`config.mk`:
```
export PLATFORM = sky130hd
export DESIGN_NAME = dramc_ctrl
export DESIGN_NICKNAME = d
export VERILOG_FILES = /design/src/dramc_pkg.sv /design/src/dramc_ctrl.sv
export SDC_FILE = /design/constraint.sdc
export NUM_CORES = 1
export LEC_CHECK = 0
export BUFFER_PORTS_ARGS = -buffer_cell sky130_fd_sc_hd__buf_2
export CORE_ASPECT_RATIO = 1.75
export CORE_UTILIZATION = 45
export CTS_CLUSTER_SIZE = 40
export DETAILED_ROUTE_END_ITERATION = 8
export PLACE_DENSITY = 0.65
export SLEW_MARGIN = 20
export SYNTH_ARGS = -nofsm -noshare
export SYNTH_HDL_FRONTEND = slang
export SYNTH_SLANG_ARGS = --single-unit
export TNS_END_PERCENT = 30
```
`constraint.sdc`:
```
create_clock -name clock_in -period 2.6 [get_ports clock_in]
set_input_delay 0.13 -clock clock_in [delete_from_list [all_inputs] [get_ports clock_in]]
set_output_delay 0.13 -clock clock_in [all_outputs]
set_load 0.005 [all_outputs]
```
`src/dramc_pkg.sv`:
```
// package: timing constants, pin groups and states for the refresh controller
package dramc_pkg;
   // ***********************************************
   // clock and timing
   // ***********************************************
   localparam int unsigned CLK_PERIOD_NS        = 20;        // 50 MHz system clock
   localparam int unsigned WRAP_SETTLE_NS       = 70;        // wrap flag settling time, longest
   localparam int unsigned WRAP_SETTLE_CYC      = (WRAP_SETTLE_NS + CLK_PERIOD_NS - 1) / CLK_PERIOD_NS;
   localparam int unsigned COUNT_PULSE_NS       = 35;        // least count pulse width
   localparam int unsigned COUNT_PULSE_CYC      = (COUNT_PULSE_NS + CLK_PERIOD_NS - 1) / CLK_PERIOD_NS;
   localparam int unsigned ADDR_HOLD_NS         = 40;        // memory address hold before count
   localparam int unsigned ADDR_HOLD_CYC        = (ADDR_HOLD_NS + CLK_PERIOD_NS - 1) / CLK_PERIOD_NS;
   localparam int unsigned REFRESH_PERIOD_MS    = 2;         // memory refresh period
   localparam int unsigned REFRESH_ROWS         = 128;       // refresh cycles per period
   localparam int unsigned ROW_INTERVAL_CYC     =
      (REFRESH_PERIOD_MS * 1000000 / CLK_PERIOD_NS) / REFRESH_ROWS;
   localparam int unsigned ROW_SETTLE_CYC       = 2;         // select to output settle before strobe
   localparam int unsigned TMR_W                = 16;        // timer width
   localparam int unsigned ADDR_W               = 7;         // half address width

   // ***********************************************
   // pin groups
   // ***********************************************
   typedef struct packed {
      logic             refresh_sel;   // high: counter drives outputs
      logic             row_sel;       // high: row half, low: column half
      logic             count_n;       // active low count pulse
      logic [ADDR_W-1:0] row_addr;     // row half of address
      logic [ADDR_W-1:0] col_addr;     // column half of address
   } dramc_pins_t;

   typedef enum logic [2:0] {
      ST_IDLE, ST_SEL, ST_STROBE, ST_CNT_LO, ST_SETTLE, ST_CHECK
   } dramc_state_t;
endpackage
```
`src/dramc_ctrl.sv`:
```
// controller driving the address multiplexer and refresh counter
`timescale 1ns/1ps
// What this block does
// - sample wrap flag after settle time
// - flip-flop counts two wraps for 128
// - one row per period over row count
// - pulse count once after each refresh
// - count only after address hold time
// - count input active low, one step
module dramc_ctrl
   import dramc_pkg::*;
#(
   parameter int unsigned ROW_INTERVAL = ROW_INTERVAL_CYC
) (
   // clock and reset
   input  wire logic              clock_in,
   input  wire logic              rst_in,
   // user side
   input  wire logic              burst_req_in,     // start a burst refresh
   input  wire logic              burst_long_in,    // high: 128-row burst, low: 64
   input  wire logic              dist_en_in,       // enable distributed refresh
   input  wire logic              access_req_in,    // normal access request
   input  wire logic [13:0]       access_addr_in,   // system address, row low half
   output logic                   busy_out,         // refresh in progress
   output logic                   ref_strobe_out,   // one refresh cycle strobe to memory
   output logic                   burst_done_out,   // one-cycle pulse at burst end
   // device pins
   input  wire logic              wrap_flag_n_in,   // active low wrap flag from device
   output dramc_pkg::dramc_pins_t pins_out          // select, count and address pins
);
   import dramc_pkg::*;

   // ***********************************************
   // state
   // ***********************************************
   // timers share one width; the row interval is the longest count
   dramc_state_t     state_q;         // sequencer state
   logic [TMR_W-1:0] tmr_q;           // step timer
   logic [TMR_W-1:0] row_tmr_q;       // distributed interval timer
   logic             dist_due_q;      // distributed row pending
   logic             in_burst_q;      // burst in progress
   logic             burst_long_q;    // burst length latched
   logic             wrap_seen_q;     // external wrap flip-flop
   logic             wrap_s1_q;       // wrap flag sync stage one
   logic             wrap_s2_q;       // wrap flag sync stage two
   logic             access_q;        // row half phase of access
   dramc_pins_t      pins_q;          // registered pin group

   // ***********************************************
   // synchroniser for the device flag
   // ***********************************************
   // two flops keep a metastable flag level away from the sequencer
   // reset to the idle level: flag high means counter not at zero
   always_ff @(posedge clock_in or posedge rst_in) begin
      if (rst_in) begin
         wrap_s1_q <= 1'b1;
         wrap_s2_q <= 1'b1;
      end else begin
         wrap_s1_q <= wrap_flag_n_in;
         wrap_s2_q <= wrap_s1_q;
      end
   end

   // ***********************************************
   // distributed refresh interval
   // ***********************************************
   // interval timer runs only while distributed refresh is on
   // one row per interval
   always_ff @(posedge clock_in or posedge rst_in) begin
      if (rst_in) begin
         row_tmr_q  <= '0;
         dist_due_q <= 1'b0;
      end else begin
         // turning the mode off restarts the interval
         if (!dist_en_in) begin
            row_tmr_q <= '0;
         end else if (row_tmr_q == TMR_W'(ROW_INTERVAL - 1)) begin
            row_tmr_q <= '0;
         end else begin
            row_tmr_q <= row_tmr_q + 1'b1;
         end
         // pending row is held until the sequencer takes it
         // set wins over the clear at sequence start
         if (dist_en_in && row_tmr_q == TMR_W'(ROW_INTERVAL - 1)) begin
            dist_due_q <= 1'b1;
         end else if (state_q == ST_IDLE && !in_burst_q && !burst_req_in) begin
            dist_due_q <= 1'b0;
         end
      end
   end

   // ***********************************************
   // refresh sequencer
   // ***********************************************
   // one row per pass: select, strobe, count, settle, check
   // a burst request while busy is ignored; wait for busy to fall
   always_ff @(posedge clock_in or posedge rst_in) begin
      if (rst_in) begin
         // idle pins: address mode, row half, count line high
         state_q        <= ST_IDLE;
         tmr_q          <= '0;
         in_burst_q     <= 1'b0;
         burst_long_q   <= 1'b0;
         wrap_seen_q    <= 1'b0;
         busy_out       <= 1'b0;
         ref_strobe_out <= 1'b0;
         burst_done_out <= 1'b0;
         access_q       <= 1'b0;
         pins_q         <= '{refresh_sel: 1'b0, row_sel: 1'b1, count_n: 1'b1,
                             row_addr: '0, col_addr: '0};
      end else begin
         // one-cycle pulses fall back by default
         burst_done_out <= 1'b0;
         ref_strobe_out <= 1'b0;
         // step timer runs freely, cleared at each step change except settle to check
         tmr_q          <= tmr_q + 1'b1;
         case (state_q)
            // idle: start a refresh or multiplex the system address
            ST_IDLE: begin
               pins_q.count_n <= 1'b1;
               if (burst_req_in || dist_due_q) begin
                  pins_q.refresh_sel <= 1'b1;
                  in_burst_q         <= burst_req_in;
                  burst_long_q       <= burst_long_in;
                  wrap_seen_q        <= 1'b0;
                  busy_out           <= 1'b1;
                  tmr_q              <= '0;
                  state_q            <= ST_SEL;
               end else begin
                  pins_q.refresh_sel <= 1'b0;
                  pins_q.row_addr    <= access_addr_in[ADDR_W-1:0];
                  pins_q.col_addr    <= access_addr_in[2*ADDR_W-1:ADDR_W];
                  if (access_req_in && !access_q) begin
                     pins_q.row_sel <= 1'b1;
                     access_q       <= 1'b1;
                  end else begin
                     pins_q.row_sel <= !access_q;
                     access_q       <= 1'b0;
                  end
               end
            end
            // wait for the counter address to reach the memory
            // the same wait serves every burst row
            ST_SEL: begin
               if (tmr_q == TMR_W'(ROW_SETTLE_CYC - 1)) begin
                  ref_strobe_out <= 1'b1;
                  tmr_q          <= '0;
                  state_q        <= ST_STROBE;
               end
            end
            // hold the row address past the strobe before counting
            // counting early would move the address under the memory
            ST_STROBE: begin
               if (tmr_q == TMR_W'(ADDR_HOLD_CYC - 1)) begin
                  pins_q.count_n <= 1'b0;
                  tmr_q          <= '0;
                  state_q        <= ST_CNT_LO;
               end
            end
            // count line low for the least pulse width
            ST_CNT_LO: begin
               if (tmr_q == TMR_W'(COUNT_PULSE_CYC - 1)) begin
                  pins_q.count_n <= 1'b1;
                  tmr_q          <= '0;
                  state_q        <= ST_SETTLE;
               end
            end
            // flag may spike after the count edge; do not look yet
            ST_SETTLE: begin
               // wait flag settle plus sync delay
               if (tmr_q == TMR_W'(WRAP_SETTLE_CYC + 1)) begin
                  state_q <= ST_CHECK;
               end
            end
            // decide: next row, burst end or back to idle
            ST_CHECK: begin
               tmr_q <= '0;
               if (!in_burst_q) begin
                  // distributed row: one row, then idle
                  state_q  <= ST_IDLE;
                  busy_out <= 1'b0;
               end else if (!wrap_s2_q && (!burst_long_q || wrap_seen_q)) begin
                  // one wrap ends 64 rows; two for 128
                  in_burst_q     <= 1'b0;
                  busy_out       <= 1'b0;
                  burst_done_out <= 1'b1;
                  state_q        <= ST_IDLE;
               end else begin
                  if (!wrap_s2_q) begin
                     wrap_seen_q <= 1'b1;
                  end
                  state_q <= ST_SEL;
               end
            end
            // unused codes return to idle
            default: begin
               state_q <= ST_IDLE;
            end
         endcase
      end
   end

   // ***********************************************
   // pin outputs
   // ***********************************************
   // pin group leaves straight from its register
   // device inverts; host drives true address
   assign pins_out = pins_q;
endmodule

```
==> metrics.txt <==
outcome=finished clean; CP max FO=19; setup TNS=0 ps; Avg Inst Size Synth=10.81 um^2; Seq/Total Area, Yosys=0.5374; routed wire length=5648 um; # port buffers=40; combinational share of power=0.290; final setup vio count=0; die width=62.65 um; Iteration-0 DRC Markers=94; CP max stage delay=570 ps; number of cells on the worst reg-to-reg path=3; Reg power frac=0.461; Post-synth EDFFs=0; Post-Syn Nets=294; Top delay family on crit path=simple AND/OR/NAND/NOR gates; Post-CTS Hold Fix Bufs=5; Initial Util=0.4650; RSZ-0062 raised after global routing=no; worst-margin pin slew=906.5 ps; vias per inst=5.146; RR Endpoint=pins_out[12]$_DFFE_PP0P_; FF-to-FF setup slack=910 ps; Final min period=1692 ps; post-DP HPWL=4067 um; IO Count=41; largest net degree at the start of global routing=45; # diodes=0; Cell variety after synth=47; gr ovfl total=0; # rows=38; final cell count without fillers=404; Worst-path clk slew=60 ps; hold depth=2; H-tree lvl count=3; maximum vdd drop=0.3621 mV; Worst Path Arrival=1920 ps; Fin. Hold Viols=0; Critical Path End Type=register; switching part of the total=0.3240; worst hold-check path type=in -> reg; Max Cap Violations=0; Gates resized, CTS repair=0; most frequent cells in the layout=dfrtp_1 (58), nor2_1 (41), buf_2 (40), nand2_1 (22), mux2_2 (15); root buffer cell=clkbuf_8; initial antenna violation count=0; commonest non-fill, non-tap cell in the layout=dfrtp_1; worst path bufs/invs=0; final net count=345; max-slew violations=0; CTS Buf Count=9; ranking of synthesized cells by area=dfrtp_1 (50%), mux2_2 (5.8%), nor2_1 (5.3%), xnor2_1 (4.2%), xor2_1 (4.2%); synth warn=0; Synth area leader=dfrtp_1; synthesized netlist cell count=268; Yosys top cell area share=0.5011; core area=6228 um^2; WHS=18.42 ps; Power Density=905.4 nW/um^2; Crit. path cell count=3; CTS tree=yes; total setup buffers inserted after CTS=0; mapped cell area=2897 um^2; gp weighted congestion=0.8011; post-DR wirelength/cell=13.98 um; Worst Path Required=2820 ps; Total GRT Usage=0.1935; reg2reg start=state_q[2]$_DFFE_PP0P_; Die ar.=6774 um^2; Critical-path top delay cell=dfrtp_1; asr flop ratio synth=1.000; first-pass GRT wire length=9860 um; critical path class=reg -> reg; Clock Sinks=62; max_slew headroom=0.3948; Routed Antenna Nets=0; period utilization=0.6509; DRC=0; Min-Delay Endpoint=pins_out[1]$_DFFE_PP0P_; CP startpoint kind=register; via count=2079; Die H=108.1 um; area grow syn2layout=17.11%; number of placed instances, taps included=383; clock power share=0.249; Fin Clk Skew=7.014 ps; share of layout cells above drive strength 1=0.2685; Int Pwr=2.076 mW; First-pass DRT Iterations=5; Pleak=1.548 nW; Hold Startpoint=access_addr_in[8]; FMAX=590.9 MHz; number of global-route vias before repair=2216; P_sw=0.9951 mW; synthesis-stage register bit count=62; Most used DFF post-synth=dfrtp_1; clk_lat worst skew=350 ps; CP Cell Sequence=nor3_2 > nand2_2 > mux2_2; CTS max path bufs=2
==> cells by family after synthesis <==
| group | count (synthesis) | share of synthesized area |
|---|---|---|
| adder cells (fa/ha/maj) | 5 | 0.02160 |
| flip-flops | 62 | 0.5374 |
| AND/OR/NAND/NOR | 114 | 0.2061 |
| AO/OA/AOI/OAI | 25 | 0.05918 |
| multiplexers | 15 | 0.05831 |
| XOR/XNOR | 28 | 0.08467 |
| buffers and inverters | 19 | 0.03282 |
==> through the flow <==
| stage | util | setup slack, ps | power (mW) | instance area [um^2] |
|---|---|---|---|---|
| global route | 0.5446 | 698.7 | 3.301 | 3392 |
| floorplan | - | 935.2 | 2.075 | 2897 |
| CTS | 0.5446 | 882.2 | 3.117 | 3392 |
| detailed placement | 0.5076 | 887.8 | 2.332 | 3162 |
| global placement | 0.5076 | 905.5 | 2.309 | 3162 |
| finish | 0.5446 | 907.8 | 3.071 | 3392 |
==> power by group through the flow <==
stage	Sequential, mW	Clock [mW]	Combinational (mW)
2_1_floorplan	1.37	0	0.707
3_3_place_gp	1.42	0	0.889
3_5_place_dp	1.43	0	0.901
4_1_cts	1.41	0.794	0.910
5_1_grt	1.46	0.834	1.01
6_report	1.42	0.766	0.890
==> worst max path at each step <==
stage	start	endpoint	slack, ps
global route	tmr_q[2]$_DFF_PP0_	tmr_q[13]$_DFF_PP0_	700
detailed placement	row_tmr_q[12]$_DFF_PP0_	row_tmr_q[2]$_DFF_PP0_	890
global placement	row_tmr_q[12]$_DFF_PP0_	row_tmr_q[3]$_DFF_PP0_	910
floorplan	rst_in	access_q$_DFFE_PP0P_	940
CTS	row_tmr_q[12]$_DFF_PP0_	row_tmr_q[2]$_DFF_PP0_	880
finish	state_q[2]$_DFFE_PP0P_	pins_out[12]$_DFFE_PP0P_	910
==> flip-flops by register name, indices dropped and copies added, names as in the netlist <==
name	count
state_q	3
wrap_s1_q	1
burst_done_out	1
tmr_q	16
wrap_seen_q	1
wrap_s2_q	1
dist_due_q	1
in_burst_q	1
row_tmr_q	16
busy_out	1
access_q	1
pins_out	17
burst_long_q	1
ref_strobe_out	1
==> per-layer routing <==
layer / part of all wire / track usage / vias up
met5: 0 / 0 / -
met4: 0.031 / 0.1179 / 0
met3: 0.038 / 0.05907 / 15
met2: 0.55 / 0.3463 / 34
met1: 0.38 / 0.1941 / 1021
li1: - / - / 1009
==> cells in the mapped netlist, drive strengths merged, types with 3 or more instances <==
| library cell | count |
|---|---|
| nor4 | 6 |
| nand3 | 14 |
| xor2 | 14 |
| o21a | 3 |
| mux2 | 15 |
| ha | 5 |
| dfrtp | 58 |
| nand4 | 6 |
| nor3 | 8 |
| and3 | 7 |
| dfstp | 4 |
| nor2 | 43 |
| xnor2 | 14 |
| o21ai | 7 |
| buf | 6 |
| a21oi | 5 |
| inv | 12 |
| nand2 | 23 |
==> cell type report <==
class | instances | area [um^2]
sequential | 62 | 1556
fill | 569 | 2836
inverter | 12 | 45.04
clock buffer | 16 | 180.2
timing repair buffer | 47 | 265.3
tap | 80 | 100.1
multi-input combinational | 187 | 1245
Power figures use the tool's default switching activity.
